===== src/sfl_cfg.svh =====
`ifndef SFL_CFG_SVH
`define SFL_CFG_SVH

// register word offsets (byte addresses, one 32-bit word each)
`define SFL_ADDR_STATUS 5'h00
`define SFL_ADDR_DATA 5'h04
`define SFL_ADDR_CTRL1 5'h08
`define SFL_ADDR_CTRL3 5'h0C
`define SFL_ADDR_INTEN 5'h10
`define SFL_ADDR_EVENT 5'h14

// status, interrupt enable and event layout
`define SFL_BIT_TX_EMPTY 7
`define SFL_BIT_TX_DONE 6
`define SFL_BIT_RX_FULL 5
`define SFL_BIT_IDLE 4
`define SFL_BIT_OVERRUN 3
`define SFL_BIT_NOISE 2
`define SFL_BIT_FRAMING 1
`define SFL_BIT_PARITY 0

// serial_control_one fields
`define SFL_C1_TX_EN 0
`define SFL_C1_RX_EN 1
`define SFL_C1_NINE 2
`define SFL_C1_LOOP 3
`define SFL_C1_RECEIVER_SOURCE_SELECT 4
`define SFL_C1_PAR_EN 5
`define SFL_C1_PAR_ODD 6

// serial_control_three fields
`define SFL_C3_TX_NINTH 0
`define SFL_C3_RX_NINTH 1
`define SFL_C3_TX_DIR 2

// reset values
`define SFL_RST_CTRL1 8'h00
`define SFL_RST_CTRL3 8'h00
`define SFL_RST_INTEN 8'h00

// timing: bus clocks per bit, frame lengths in bit times
`define SFL_CLKS_PER_BIT 16
`define SFL_FRAME_BITS8 4'hA
`define SFL_FRAME_BITS9 4'hB

`endif


===== src/sfl_pkg.sv =====
`default_nettype none

package sfl_pkg;
    typedef logic [31:0] sfl_word_t;
    typedef logic [7:0] sfl_byte_t;
    typedef logic [8:0] sfl_char_t;

    // receiver frame states, one-hot
    typedef enum logic [3:0] {
        SFL_RX_IDLE = 4'b0001,
        SFL_RX_START = 4'b0010,
        SFL_RX_DATA = 4'b0100,
        SFL_RX_STOP = 4'b1000
    } sfl_rx_state_e;
endpackage

`default_nettype wire


===== src/sfl_tx_shifter.sv =====
`include "sfl_cfg.svh"
`default_nettype none

module sfl_tx_shifter #(
    parameter int CLKS_PER_BIT = `SFL_CLKS_PER_BIT
) (
    input wire logic sys_clk,
    input wire logic sys_rst,
    input wire logic run,
    input wire logic load,
    input wire sfl_pkg::sfl_char_t data,
    input wire logic nine,
    output logic line,
    output logic busy
);
    import sfl_pkg::*;

    localparam int CW = $clog2(CLKS_PER_BIT + 1);
    localparam logic [CW-1:0] LAST = CW'(CLKS_PER_BIT - 1);

    if (CLKS_PER_BIT < 4) begin : g_bad_rate
        $error("sfl_tx_shifter: CLKS_PER_BIT must be at least 4");
    end

    logic [9:0] sh_q;
    logic [3:0] left_q;
    logic [CW-1:0] cnt_q;
    logic line_q;
    logic busy_q;

    ////////////////////////////////////////////////////////////////////////////
    // frame: start 0, data lsb first, optional ninth bit, stop 1
    always_ff @(posedge sys_clk) begin
        if (sys_rst) begin
            sh_q <= 10'h3FF;
            left_q <= 4'h0;
            cnt_q <= '0;
            line_q <= 1'b1;
            busy_q <= 1'b0;
        end else if (run) begin
            if (load && !busy_q) begin
                // ninth bit is taken in the same transfer as the byte
                sh_q <= nine ? {1'b1, data} : {2'b11, data[7:0]};
                left_q <= nine ? (`SFL_FRAME_BITS9 - 4'h1) : (`SFL_FRAME_BITS8 - 4'h1);
                cnt_q <= '0;
                line_q <= 1'b0;
                busy_q <= 1'b1;
            end else if (busy_q) begin
                if (cnt_q == LAST) begin
                    cnt_q <= '0;
                    if (left_q == 4'h0) begin
                        busy_q <= 1'b0; // stop bit done, line stays high
                    end else begin
                        line_q <= sh_q[0];
                        sh_q <= {1'b1, sh_q[9:1]};
                        left_q <= left_q - 4'h1;
                    end
                end else begin
                    cnt_q <= cnt_q + CW'(1);
                end
            end
        end
    end

    assign line = line_q;
    assign busy = busy_q;
endmodule // sfl_tx_shifter

`default_nettype wire


===== src/sfl_sci_flags.sv =====
// Implementation choices: the Avalon-MM register port and the register addresses.
`include "sfl_cfg.svh"
`default_nettype none

module sfl_sci_flags #(
    parameter int CLKS_PER_BIT = `SFL_CLKS_PER_BIT
) (
    input wire logic sys_clk,
    input wire logic sys_rst,
    input wire logic clk_en,
    input wire logic stop_req,
    input wire logic stop_deep,
    input wire logic [4:0] avs_address,
    input wire logic avs_read,
    input wire logic avs_write,
    input wire sfl_pkg::sfl_word_t avs_writedata,
    input wire logic [3:0] avs_byteenable,
    output sfl_pkg::sfl_word_t avs_readdata,
    output logic avs_waitrequest,
    input wire logic serial_tx_pin_i,
    output logic serial_tx_pin_o,
    output logic serial_tx_pin_oe,
    input wire logic serial_rx_pin_i,
    output logic serial_rx_pin_gpio,
    output logic irq_tx,
    output logic irq_rx,
    output logic irq_err,
    output logic irq
);
    import sfl_pkg::*;

    localparam int CW = $clog2(11 * CLKS_PER_BIT + 1);
    localparam logic [CW-1:0] LAST = CW'(CLKS_PER_BIT - 1);
    localparam logic [CW-1:0] HALF = CW'(CLKS_PER_BIT / 2);

    if (CLKS_PER_BIT < 4) begin : g_bad_rate
        $error("sfl_sci_flags: CLKS_PER_BIT must be at least 4");
    end

    // frame length in bit times for the selected data length
    function automatic logic [3:0] frame_len(input logic nine);
        return nine ? `SFL_FRAME_BITS9 : `SFL_FRAME_BITS8;
    endfunction

    function automatic logic hit(input logic [4:0] a, input logic [4:0] r);
        return a == r;
    endfunction

    ////////////////////////////////////////////////////////////////////////////
    // stop modes: clocks halt in all of them, deep ones wipe the registers
    logic run;
    logic rst_i;
    assign run = clk_en & ~stop_req;
    assign rst_i = sys_rst | (clk_en & stop_req & stop_deep);

    // pin synchronisers
    logic [1:0] txp_s;
    logic [1:0] rxp_s;
    always_ff @(posedge sys_clk) begin
        if (rst_i) begin
            txp_s <= 2'b11;
            rxp_s <= 2'b11;
        end else if (run) begin
            txp_s <= {txp_s[0], serial_tx_pin_i};
            rxp_s <= {rxp_s[0], serial_rx_pin_i};
        end
    end

    ////////////////////////////////////////////////////////////////////////////
    // bus slave: every access waits exactly one cycle, more while run is low
    logic ack_q;
    logic req;
    logic rd_done;
    logic wr_done;
    assign req = avs_read | avs_write;
    assign avs_waitrequest = req & ~(ack_q & run);
    assign rd_done = avs_read & ack_q & run;
    assign wr_done = avs_write & ack_q & run & avs_byteenable[0];

    always_ff @(posedge sys_clk) begin
        if (rst_i) begin
            ack_q <= 1'b0;
        end else if (run) begin
            ack_q <= req & ~ack_q;
        end
    end

    // control registers
    sfl_byte_t ctrl1_q;
    sfl_byte_t inten_q;
    logic tx_ninth_q;
    logic tx_pin_direction_q;
    always_ff @(posedge sys_clk) begin
        if (rst_i) begin
            ctrl1_q <= `SFL_RST_CTRL1;
            inten_q <= `SFL_RST_INTEN;
            tx_ninth_q <= 1'(`SFL_RST_CTRL3 >> `SFL_C3_TX_NINTH);
            tx_pin_direction_q <= 1'(`SFL_RST_CTRL3 >> `SFL_C3_TX_DIR);
        end else if (wr_done) begin
            if (hit(avs_address, `SFL_ADDR_CTRL1)) begin
                ctrl1_q <= avs_writedata[7:0];
            end
            if (hit(avs_address, `SFL_ADDR_INTEN)) begin
                inten_q <= avs_writedata[7:0];
            end
            if (hit(avs_address, `SFL_ADDR_CTRL3)) begin
                // kept apart from the data write so software sets it first
                tx_ninth_q <= avs_writedata[`SFL_C3_TX_NINTH];
                tx_pin_direction_q <= avs_writedata[`SFL_C3_TX_DIR];
            end
        end
    end

    logic tx_en, rx_en, nine, lp, receiver_source_select, sw;
    assign tx_en = ctrl1_q[`SFL_C1_TX_EN];
    assign rx_en = ctrl1_q[`SFL_C1_RX_EN];
    assign nine = ctrl1_q[`SFL_C1_NINE];
    assign lp = ctrl1_q[`SFL_C1_LOOP];
    assign receiver_source_select = ctrl1_q[`SFL_C1_RECEIVER_SOURCE_SELECT];
    assign sw = lp & receiver_source_select;

    ////////////////////////////////////////////////////////////////////////////
    // transmit buffer and shifter
    sfl_byte_t buf_q;
    logic buf_full_q;
    logic tc_q;
    logic tx_busy;
    logic tx_line;
    logic tx_load;
    logic dt_wr;
    logic tc_set;
    assign dt_wr = wr_done & hit(avs_address, `SFL_ADDR_DATA);
    assign tx_load = run & buf_full_q & ~tx_busy & tx_en;
    assign tc_set = ~tc_q & ~buf_full_q & ~tx_busy & ~dt_wr & run;

    always_ff @(posedge sys_clk) begin
        if (rst_i) begin
            buf_q <= 8'h00;
            buf_full_q <= 1'b0;
            tc_q <= 1'b1;
        end else if (run) begin
            if (dt_wr) begin
                buf_q <= avs_writedata[7:0];
                buf_full_q <= 1'b1;
            end else if (tx_load) begin
                buf_full_q <= 1'b0; // room again for a character
            end
            // complete only with nothing queued and shifter back at idle high
            if (dt_wr) begin
                tc_q <= 1'b0;
            end else if (tc_set) begin
                tc_q <= 1'b1;
            end
        end
    end

    sfl_tx_shifter #(
        .CLKS_PER_BIT(CLKS_PER_BIT)
    ) u_tx (
        .sys_clk(sys_clk),
        .sys_rst(rst_i),
        .run(run),
        .load(tx_load),
        .data({tx_ninth_q, buf_q}),
        .nine(nine),
        .line(tx_line),
        .busy(tx_busy)
    );

    ////////////////////////////////////////////////////////////////////////////
    // pin routing and receiver source
    logic rx_src;
    always_comb begin
        if (!lp) begin
            rx_src = rxp_s[1];
        end else if (!receiver_source_select) begin
            rx_src = tx_line; // internal loop
        end else begin
            rx_src = tx_pin_direction_q ? tx_line : txp_s[1];
        end
    end
    assign serial_tx_pin_o = tx_line;
    assign serial_tx_pin_oe = sw ? tx_pin_direction_q : tx_en;
    assign serial_rx_pin_gpio = lp; // receive pin handed back

    ////////////////////////////////////////////////////////////////////////////
    // receiver: three samples around mid-bit, majority vote
    sfl_rx_state_e rx_st_q;
    logic [CW-1:0] rx_cnt_q;
    logic [3:0] rx_bit_q;
    sfl_char_t rx_sh_q;
    logic rx_noise_q;
    logic [2:0] rx_h_q;
    logic maj, noisy, samp, bit_end, rx_done;
    sfl_char_t rx_word;
    logic rx_fe_w, rx_pf_w, rx_nf_w;

    always_ff @(posedge sys_clk) begin
        if (rst_i) begin
            rx_h_q <= 3'b111;
        end else if (run) begin
            rx_h_q <= {rx_h_q[1:0], rx_src};
        end
    end

    assign maj = (rx_h_q[0] & rx_h_q[1]) | (rx_h_q[1] & rx_h_q[2]) | (rx_h_q[0] & rx_h_q[2]);
    assign noisy = ~(&rx_h_q) & (|rx_h_q);
    assign samp = rx_cnt_q == HALF;
    assign bit_end = rx_cnt_q == LAST;
    assign rx_done = run & rx_en & (rx_st_q == SFL_RX_STOP) & samp;
    assign rx_word = nine ? rx_sh_q : {1'b0, rx_sh_q[8:1]};
    assign rx_fe_w = ~maj; // stop bit must be 1
    assign rx_nf_w = rx_noise_q | noisy;
    assign rx_pf_w = ctrl1_q[`SFL_C1_PAR_EN] & ((^rx_word) != ctrl1_q[`SFL_C1_PAR_ODD]);

    // frame sequencer
    always_ff @(posedge sys_clk) begin
        if (rst_i) begin
            rx_st_q <= SFL_RX_IDLE;
            rx_cnt_q <= '0;
            rx_bit_q <= 4'h0;
            rx_sh_q <= 9'h000;
            rx_noise_q <= 1'b0;
        end else if (run) begin
            rx_cnt_q <= (bit_end || rx_st_q == SFL_RX_IDLE) ? '0 : rx_cnt_q + CW'(1);
            case (rx_st_q)
                SFL_RX_IDLE: begin
                    rx_noise_q <= 1'b0;
                    if (rx_en && rx_h_q[1] && !rx_h_q[0]) begin
                        rx_st_q <= SFL_RX_START; // falling edge opens a frame
                        rx_cnt_q <= CW'(1);
                    end
                end
                SFL_RX_START: begin
                    if (samp) begin
                        rx_noise_q <= noisy;
                        if (maj) begin
                            rx_st_q <= SFL_RX_IDLE; // glitch, not a start bit
                        end
                    end else if (bit_end) begin
                        rx_st_q <= SFL_RX_DATA;
                        rx_bit_q <= 4'h0;
                    end
                end
                SFL_RX_DATA: begin
                    if (samp) begin
                        rx_sh_q <= {maj, rx_sh_q[8:1]}; // lsb first
                        rx_noise_q <= rx_noise_q | noisy;
                    end else if (bit_end) begin
                        if (rx_bit_q == frame_len(nine) - 4'h3) begin
                            rx_st_q <= SFL_RX_STOP;
                        end else begin
                            rx_bit_q <= rx_bit_q + 4'h1;
                        end
                    end
                end
                SFL_RX_STOP: begin
                    // leave at mid stop bit so a next start edge is seen at once
                    if (samp) begin
                        rx_st_q <= SFL_RX_IDLE;
                    end
                end
                default: begin
                    rx_st_q <= SFL_RX_IDLE;
                end
            endcase
        end
    end

    ////////////////////////////////////////////////////////////////////////////
    // idle line detection, one full frame of high after a character
    logic [CW-1:0] idle_cnt_q;
    logic idle_allow_q;
    logic idle_ev;
    assign idle_ev = run & rx_en & idle_allow_q & (rx_st_q == SFL_RX_IDLE) & rx_h_q[0]
        & (idle_cnt_q == CW'(int'(frame_len(nine)) * CLKS_PER_BIT - 1));

    always_ff @(posedge sys_clk) begin
        if (rst_i) begin
            idle_cnt_q <= '0;
        end else if (run) begin
            if (rx_st_q != SFL_RX_IDLE || !rx_h_q[0]) begin
                idle_cnt_q <= '0;
            end else if (!idle_ev && idle_allow_q) begin
                idle_cnt_q <= idle_cnt_q + CW'(1);
            end
        end
    end

    ////////////////////////////////////////////////////////////////////////////
    // receive flags and two-step clear
    logic rx_buffer_full_flag_q, idle_q, or_q, nf_q, fe_q, pf_q, rx_ninth_q;
    sfl_byte_t rxd_q;
    sfl_byte_t rdata_q;
    logic [5:0] arm_q;
    logic [5:0] clr;
    logic st_rd, dt_rd, full_eff, rx_acc, rx_ovr;
    sfl_byte_t status;
    assign status = {~buf_full_q, tc_q, rx_buffer_full_flag_q, idle_q, or_q, nf_q, fe_q, pf_q};
    assign st_rd = rd_done & hit(avs_address, `SFL_ADDR_STATUS);
    assign dt_rd = rd_done & hit(avs_address, `SFL_ADDR_DATA);
    assign clr = dt_rd ? arm_q : 6'h00;
    assign full_eff = rx_buffer_full_flag_q & ~clr[`SFL_BIT_RX_FULL]; // a clear in the same cycle makes room
    assign rx_acc = rx_done & ~full_eff;
    assign rx_ovr = rx_done & full_eff;

    // the value software saw on the status read is what arms the clear
    always_ff @(posedge sys_clk) begin
        if (rst_i) begin
            arm_q <= 6'h00;
        end else if (st_rd) begin
            arm_q <= rdata_q[5:0];
        end else if (dt_rd) begin
            arm_q <= 6'h00;
        end
    end

    always_ff @(posedge sys_clk) begin
        if (rst_i) begin
            rx_buffer_full_flag_q <= 1'b0;
            idle_q <= 1'b0;
            or_q <= 1'b0;
            nf_q <= 1'b0;
            fe_q <= 1'b0;
            pf_q <= 1'b0;
            rxd_q <= 8'h00;
            rx_ninth_q <= 1'b0;
            idle_allow_q <= 1'b0;
        end else if (run) begin
            if (rx_acc) begin
                rx_buffer_full_flag_q <= 1'b1; // set wins over a clear
                rxd_q <= rx_word[7:0];
                rx_ninth_q <= rx_word[8];
                nf_q <= rx_nf_w; // errors land with receive full
                fe_q <= rx_fe_w;
                pf_q <= rx_pf_w;
            end else begin
                if (clr[`SFL_BIT_RX_FULL]) rx_buffer_full_flag_q <= 1'b0;
                if (clr[`SFL_BIT_NOISE]) nf_q <= 1'b0;
                if (clr[`SFL_BIT_FRAMING]) fe_q <= 1'b0;
                if (clr[`SFL_BIT_PARITY]) pf_q <= 1'b0;
            end
            // overrun keeps old data, new character and its errors dropped
            if (rx_ovr) begin
                or_q <= 1'b1;
            end else if (clr[`SFL_BIT_OVERRUN]) begin
                or_q <= 1'b0;
            end
            if (idle_ev) begin
                idle_q <= 1'b1;
            end else if (clr[`SFL_BIT_IDLE]) begin
                idle_q <= 1'b0;
            end
            // idle may fire once per received character
            if (rx_acc) begin
                idle_allow_q <= 1'b1;
            end else if (idle_ev) begin
                idle_allow_q <= 1'b0;
            end
        end
    end

    ////////////////////////////////////////////////////////////////////////////
    // sticky events, cleared by reading them; a new event beats the clear
    sfl_byte_t ev_q;
    sfl_byte_t ev_new;
    logic ev_rd;
    assign ev_new = {tx_load, tc_set, rx_acc, idle_ev, rx_ovr,
        rx_acc & rx_nf_w, rx_acc & rx_fe_w, rx_acc & rx_pf_w};
    assign ev_rd = rd_done & hit(avs_address, `SFL_ADDR_EVENT);

    always_ff @(posedge sys_clk) begin
        if (rst_i) begin
            ev_q <= 8'h00;
        end else if (run) begin
            ev_q <= (ev_q & ~(ev_rd ? rdata_q : 8'h00)) | ev_new;
        end
    end

    // read data captured on the first cycle of the access
    always_ff @(posedge sys_clk) begin
        if (rst_i) begin
            rdata_q <= 8'h00;
        end else if (run && req && !ack_q) begin
            case (avs_address)
                `SFL_ADDR_STATUS: rdata_q <= status; // flags readable even when masked
                `SFL_ADDR_DATA: rdata_q <= rxd_q;
                `SFL_ADDR_CTRL1: rdata_q <= ctrl1_q;
                `SFL_ADDR_CTRL3: rdata_q <= {5'h00, tx_pin_direction_q, rx_ninth_q, tx_ninth_q};
                `SFL_ADDR_INTEN: rdata_q <= inten_q;
                `SFL_ADDR_EVENT: rdata_q <= ev_q;
                default: rdata_q <= 8'h00;
            endcase
        end
    end
    assign avs_readdata = {24'h00_0000, rdata_q};

    ////////////////////////////////////////////////////////////////////////////
    // interrupt outputs: three grouped levels plus the sticky-event line
    assign irq_tx = (~buf_full_q & inten_q[`SFL_BIT_TX_EMPTY])
        | (tc_q & inten_q[`SFL_BIT_TX_DONE]);
    assign irq_rx = (rx_buffer_full_flag_q & inten_q[`SFL_BIT_RX_FULL])
        | (idle_q & inten_q[`SFL_BIT_IDLE]);
    assign irq_err = |(status[3:0] & inten_q[3:0]);
    assign irq = |(ev_q & inten_q);
endmodule // sfl_sci_flags

`default_nettype wire


===== config.mk =====
export PLATFORM = sky130hd
export DESIGN_NAME = sfl_sci_flags
export DESIGN_NICKNAME = d
export VERILOG_FILES = /design/src/sfl_pkg.sv /design/src/sfl_tx_shifter.sv /design/src/sfl_sci_flags.sv
export VERILOG_INCLUDE_DIRS = /design/src
export SDC_FILE = /design/constraint.sdc
export NUM_CORES = 1
export LEC_CHECK = 0
export BUFFER_PORTS_ARGS = -buffer_cell sky130_fd_sc_hd__buf_2
export CORE_MARGIN = 3
export CORE_UTILIZATION = 45
export DETAILED_ROUTE_END_ITERATION = 8
export GPL_ROUTABILITY_DRIVEN = 0
export PLACE_DENSITY = 0.62
export SYNTH_ARGS = -nofsm -noshare
export SYNTH_HDL_FRONTEND = slang
export SYNTH_HIERARCHICAL = 1
export SYNTH_SLANG_ARGS = --single-unit

===== constraint.sdc =====
create_clock -name sys_clk -period 2.4 [get_ports sys_clk]
set_clock_uncertainty 0.05 [all_clocks]
set_input_delay 0 -clock sys_clk [delete_from_list [all_inputs] [get_ports sys_clk]]
set_output_delay 0 -clock sys_clk [all_outputs]
set_load 0.01 [all_outputs]

Word level (Yosys, flattened, before mapping)
Index checks and enable logic that the tools add are counted.
{"block": "totals", "latch_bits": 0, "ram_bits": 0, "word_cells": 266, "ff_bits": 129, "romBits": 0, "memories": 0, "inputBits": 50, "out_inout_bits": 40}
{"block": "op_classes", "shifts": 0, "order_cmp": 0, "div_mod_pow": 0, "bitwise_logic": 68, "addsub": 7, "mux": 73, "reduce_logical": 55, "n_mul": 0, "n_eq_ne": 29}
{"operator": "$mux 4", "n": 17}
{"operator": "$mux 8", "n": 6}
{"operator": "$pmux 8 s6", "n": 1}
{"operator": "$and 1x1->1", "n": 45}
{"operator": "$mux 10", "n": 4}
{"operator": "$mux 1", "n": 33}
{"operator": "$reduce_and 2->1", "n": 16}
{"operator": "$reduce_bool 2->1", "n": 14}
{"operator": "$mux 6", "n": 3}
{"operator": "$mux 9", "n": 2}
{"operator": "$ne 2x2->1 const B", "n": 9}
{"operator": "$add 8x1->8 const B", "n": 2}
{"operator": "$and 8x8->8", "n": 2}
{"operator": "$eq 8x4->1 const B", "n": 2}
{"operator": "$pmux 4 s4", "n": 1}
{"operator": "$eq 5x4->1 const B", "n": 3}
{"operator": "$mux 5", "n": 3}
{"operator": "$not 1->1", "n": 11}
{"operator": "$eq 5x5->1 const B", "n": 2}
{"operator": "$reduce_xor 9->1", "n": 1}
{"operator": "$eq 8x8->1", "n": 1}
{"operator": "$not 8->8", "n": 1}
{"operator": "$or 8x8->8", "n": 1}
{"operator": "$pmux 4 s2", "n": 1}
{"operator": "32 further kinds", "n": 51}

Depth between registers and ports, before layout
{"block": "logic_depth", "word_depth": 11, "mapped_depth": 10, "mapped_depth_nobuf": 8}

Cells and area by module
The synthesis kept the hierarchy.
{"mod": "sfl_sci_flags", "seq_area_each_um2": 2162.1, "area_each_um2": 5375.2, "instances": 1, "cells_each": 623}
{"mod": "sfl_tx_shifter", "seq_area_each_um2": 400.4, "area_each_um2": 985.9, "instances": 1, "cells_each": 116}

Least setup slack after synthesis
OpenSTA, ideal clock, no wires.
{"block": "synth_timing", "path_type": "register to register", "from": "register rx_cnt_q[4]", "to": "register rx_st_q[2]", "path_stages_with_launch": 7, "arrival_ns": 2.021, "period_less_slack_ns": 2.142, "required_time_ns": 2.280, "setup_ns": 0.070, "path_slack_ns": 0.258, "n_path_buf": 0, "path_cell_list": "dfxtp_1 or4b_4 or2_4 o31ai_2 o2111ai_2 or3_1 a21oi_1"}
{"block": "synth_via", "elab_chain_len": 3, "elab_cells_between_ends": 10, "classes_between": "7 x eq/ne; 2 x mux; 1 x reduce/logical"}
{"element": "from (decl)", "line_no": "sfl_sci_flags.sv:189", "source": "logic [CW-1:0] rx_cnt_q;"}
{"element": "from (signal assigned)", "line_no": "sfl_sci_flags.sv:225", "source": "rx_cnt_q <= (bit_end || rx_st_q == SFL_RX_IDLE) ? '0 : rx_cnt_q + CW'(1);"}
{"element": "$eq 8x4->1 (on tied branches)", "line_no": "sfl_sci_flags.sv:208, sfl_sci_flags.sv:209"}
{"element": "$ne 3x3->1 (no source line) (tied with other cells)"}
{"element": "$reduce_and 8->1 (no source line) or $pmux 4 s4 (tied branches)"}
{"element": "to (signal assigned)", "line_no": "sfl_sci_flags.sv:219", "source": "rx_st_q <= SFL_RX_IDLE;"}
{"element": "to (signal assigned)", "line_no": "sfl_sci_flags.sv:230", "source": "rx_st_q <= SFL_RX_START;"}
{"element": "to (signal assigned)", "line_no": "sfl_sci_flags.sv:238", "source": "rx_st_q <= SFL_RX_IDLE;"}
{"element": "to (decl)", "line_no": "sfl_sci_flags.sv:188", "source": "sfl_rx_state_e rx_st_q;"}
Parallel ways exist; a longest one is shown, timed or not.
A chain may end at the register's enable or synchronous reset.

Final worst setup path
{"block": "layout_timing", "from": "input avs_address[1]", "to": "register rxd_q[5]"}
{"block": "layout_via", "elab_chain_len": 8}
{"element": "from (decl)", "line_no": "sfl_sci_flags.sv:13", "source": "input wire logic [4:0] avs_address,"}
{"element": "$eq 5x3->1", "line_no": "sfl_sci_flags.sv:46", "source": "return a == r;"}
{"element": "$and 1x1->1", "line_no": "sfl_sci_flags.sv:301", "source": "assign dt_rd = rd_done & hit(avs_address, `SFL_ADDR_DATA);"}
{"element": "$mux 6", "line_no": "sfl_sci_flags.sv:302", "source": "assign clr = dt_rd ? arm_q : 6'h00;"}
{"element": "$not 1->1", "line_no": "sfl_sci_flags.sv:303", "source": "assign full_eff = rx_buffer_full_flag_q & ~clr[`SFL_BIT_RX_FULL];"}
{"element": "$and 1x1->1", "line_no": "sfl_sci_flags.sv:303"}
{"element": "$not 1->1", "line_no": "sfl_sci_flags.sv:304", "source": "assign rx_acc = rx_done & ~full_eff;"}
{"element": "$and 1x1->1", "line_no": "sfl_sci_flags.sv:304"}
{"element": "$reduce_and 2->1 (no source line)"}
{"element": "to (signal assigned)", "line_no": "sfl_sci_flags.sv:332", "source": "rxd_q <= rx_word[7:0];"}
{"element": "to (decl)", "line_no": "sfl_sci_flags.sv:293", "source": "sfl_byte_t rxd_q;"}
No other way between the ends.

==> summary.txt <==
Run status
  • Status: complete, no violations

Synthesis
  • Synth area leaders: dfxtp_1 40%, mux2i_1 8.0%, nor2_1 6.8%, nand2_1 4.0%, a21oi_1 3.9%
  • EDFF count, synth: 0
  • Synthesized area per cell: 8.608 um^2
  • Yosys reg bits: 128
  • Most frequent cell after synthesis: dfxtp_1
  • Top_reg_cell synth: dfxtp_1
  • Cell Area, Synth: 6361 um^2
  • Synth cell types: 66
  • Leading area contributor after synthesis: dfxtp_1
  • Warnings, synthesis: 6
  • Synth async-reset ratio: 0
  • Cells after Synth: 739
  • Yosys top cell area share: 0.4028
  • Most frequent cells after synthesis: 128 x dfxtp_1, 115 x nor2_1, 68 x nand2_1, 51 x mux2i_1, 49 x a21oi_1
  • Sequential area share after synthesis: 0.4028

Power
  • Peak VDD IR: 0.4960 mV
  • Lkg Pwr: 0.002823 uW
  • Clock network fraction of total power: 0.531
  • Sw Ratio: 0.2153
  • Power Dens Cells: 679.9 nW/um^2
  • P_int: 3990 uW
  • Gate power share: 0.047
  • Flop pwr share: 0.423
  • Switching power total: 1095 uW

Drt
  • Via count: 5495
  • Final ANT Viol Nets: 0
  • Starting DRT DRC Count: 535
  • Routed len/inst: 16.10 um
  • Final WL: 15830 um
  • Drt drc: 0
  • Mean number of vias per cell: 5.590
  • Drt first pass iters: 5

Worst setup path
  • Worst Reg-to-Reg Cells: 6
  • Setup CP Type: in -> reg
  • Critical path endpoint category: flip-flop
  • Critical Path, Cell by Cell: dlygate4sd3_1 -> buf_2 -> or3_1 -> o41ai_2 -> and4bb_2 -> buf_4 -> nor2_1 -> a211oi_1
  • CP Max Fanout: 11
  • CP top delay family: buffers and inverters
  • Critical Path Stages: 8
  • Critical Path AT: 2.48 ns
  • Crit-path slowest cell: dlygate4sd3_1
  • CP required: 2.68 ns
  • Crit path buf inv count: 3
  • Largest stage delay, worst path: 0.54 ns
  • Startpoint Class: input pin

STA
  • Setup WS post-layout: 0.1987 ns
  • Final setup viols: 0
  • Crit share post-route: 0.9172
  • Slew headroom: 0.4320
  • Tmin final: 2.201 ns
  • Achievable frequency: 454.3 MHz
  • Fin Setup TNS: 0 ns
  • Max Slew Vio Count: 0
  • RSZ-0062 raised after global routing: false
  • Final Hold Fails: 0
  • Tightest Pin Transition: 0.8410 ns

Placed design
  • Post-DP HPWL: 11240 um
  • Port Buffers: 38
  • Dpl ws: 0.2222 ns

CTS
  • CTS sink cnt: 128
  • Post_cts resized: 0
  • CTS Buf Count: 17
  • Hold buffers post-CTS: 15
  • Post-CTS setup buffer count: 0
  • Worst-skew pair later-pin latency: 0.42 ns
  • CTS Buffer Depth: 2
  • CTS tree: done
  • H-Tree Level Count: 4
  • Clk Tree Root Cell: clkbuf_16
  • Clock slew at reported path FFs: 0.06 ns

Die
  • Initial Util: 0.4710
  • Row count: 42
  • Die W: 124.9 um
  • Die area: 15600 um^2
  • Die Y: 124.9 um
  • # IOs: 90
  • Area of the core: 13510 um^2

Cells and area
  • Fillers: 1202
  • Utilization after layout: 0.5538
  • Share of layout cells above drive strength 1: 0.1636
  • Final nets: 851
  • Area grow syn2layout: 17.58%
  • Ant. Diodes: 0

GRT
  • Vias in the first global route: 5237
  • Largest net degree at the start of global routing: 48
  • First-pass GRT wire length: 26260 um
  • Gr ovfl total: 0
  • Tot GR Track Use: 0.2045
  • Initial antenna violation count: 0

Flow run
  • Max-cap violation count: 0

Worst hold path
  • Cell depth of the worst hold path: 4
  • Min-Delay Path Class: in -> reg
[cell families after synthesis]
group                    after synthesis  share of synthesized area
XOR/XNOR                              27                    0.03718
multiplexers                          63                     0.1033
adder cells (fa/ha/maj)                7                    0.01338
buffers and inverters                 80                    0.06609
AO/OA/AOI/OAI                        136                     0.1463
flip-flops                           128                     0.4028
other                                  1                  0.0005895
AND/OR/NAND/NOR                      297                     0.2303
[per-stage QoR]
stage / area (um^2) / hold slack [ns] / instances / total power (uW)
floorplan: 6447 / 0.07416 / 762 / 2354
global placement: 6711 / 0.1707 / 937 / 2406
detailed placement: 6711 / 0.1622 / 937 / 2410
CTS: 7480 / 0.006624 / 983 / 5121
global route: 7480 / 0.02514 / 983 / 5232
finish: 7480 / 0.02074 / 983 / 5085
[routing by layer]
metal | share of wire | routed length (um) | track usage | vias up
li1 | - | - | - | 2670
met1 | 0.46 | 7293 | 0.2710 | 2594
met2 | 0.45 | 7113 | 0.3158 | 196
met3 | 0.058 | 910 | 0.04631 | 35
met4 | 0.032 | 509 | 0.09694 | 0
met5 | 0 | 0 | 0 | -
[state kept, by name, summed over array words and instances (netlist names), 5 cells and up]
register,cells
arm_q,6
buf_q,8
ctrl1_q,8
ev_q,8
idle_cnt_q,8
inten_q,8
rdata_q,8
rx_cnt_q,8
rx_sh_q,9
rxd_q,8
u_tx/cnt_q,5
u_tx/sh_q,9
[cell type report]
class	instances	area, um^2	share of cell area
clock buffers	19	452.9	0.06056
clock inverters	12	165.2	0.02208
inverters	14	52.55	0.007026
multi-input cells	554	3471	0.4640
flip-flops and latches	128	2562	0.3426
well taps	176	220.2	0.02944
repair buffers	80	555.5	0.07427
[worst min-delay path: cells and delay by family]
family | cells | cell delay [ns]
buf+inv | 2 | 0.29
compound gates | 1 | 0.08
simple gates | 1 | 0.08
[path summary, 6_finish.rpt]
kind,start,to,slack (ns)
min,stop_deep,rx_h_q[0]$_SDFFE_PP1N_,0.02
max,avs_address[1],rxd_q[5]$_SDFFE_PP0P_,0.20
min reg2reg,u_tx/sh_q[2]$_SDFFE_PP1P_,u_tx/sh_q[2]$_SDFFE_PP1P_,0.41
max reg2reg,rx_cnt_q[4]$_SDFFE_PP0N_,rx_st_q[2]$_SDFFE_PP0P_,0.20
[power groups by stage]
| stage | combinational [uW] | sequential (uW) | clock, uW |
|---|---|---|---|
| 6_report | 238 | 2150 | 2700 |
| 5_1_grt | 257 | 2150 | 2820 |
| 4_1_cts | 235 | 2150 | 2740 |
| 3_5_place_dp | 214 | 2200 | 0 |
| 3_3_place_gp | 211 | 2190 | 0 |
| 2_1_floorplan | 160 | 2190 | 0 |
[cell usage in the layout (no fill, tap or decap), types with 4 or more instances in the layout]
cell / n
dfxtp_1: 128
nor2_1: 115
nand2_1: 68
mux2i_1: 51
a21oi_1: 49
buf_2: 38
buf_4: 26
conb_1: 24
nand3_1: 23
a22oi_1: 22
xnor2_1: 21
nor3_1: 17
clkbuf_16: 17
dlygate4sd3_1: 15
o21ai_0: 14
a211oi_1: 14
inv_1: 12
mux2_2: 11
a211o_1: 11
nor3b_1: 10
nand4_1: 7
or3_1: 7
nor2b_1: 6
xor2_1: 6
nand2b_1: 6
ha_1: 6
clkinv_2: 6
a221o_1: 5
nand3b_1: 5
nor4_1: 4
nand4b_1: 4
bufinv_16: 4
No activity file was read; power rests on OpenSTA's default activity.
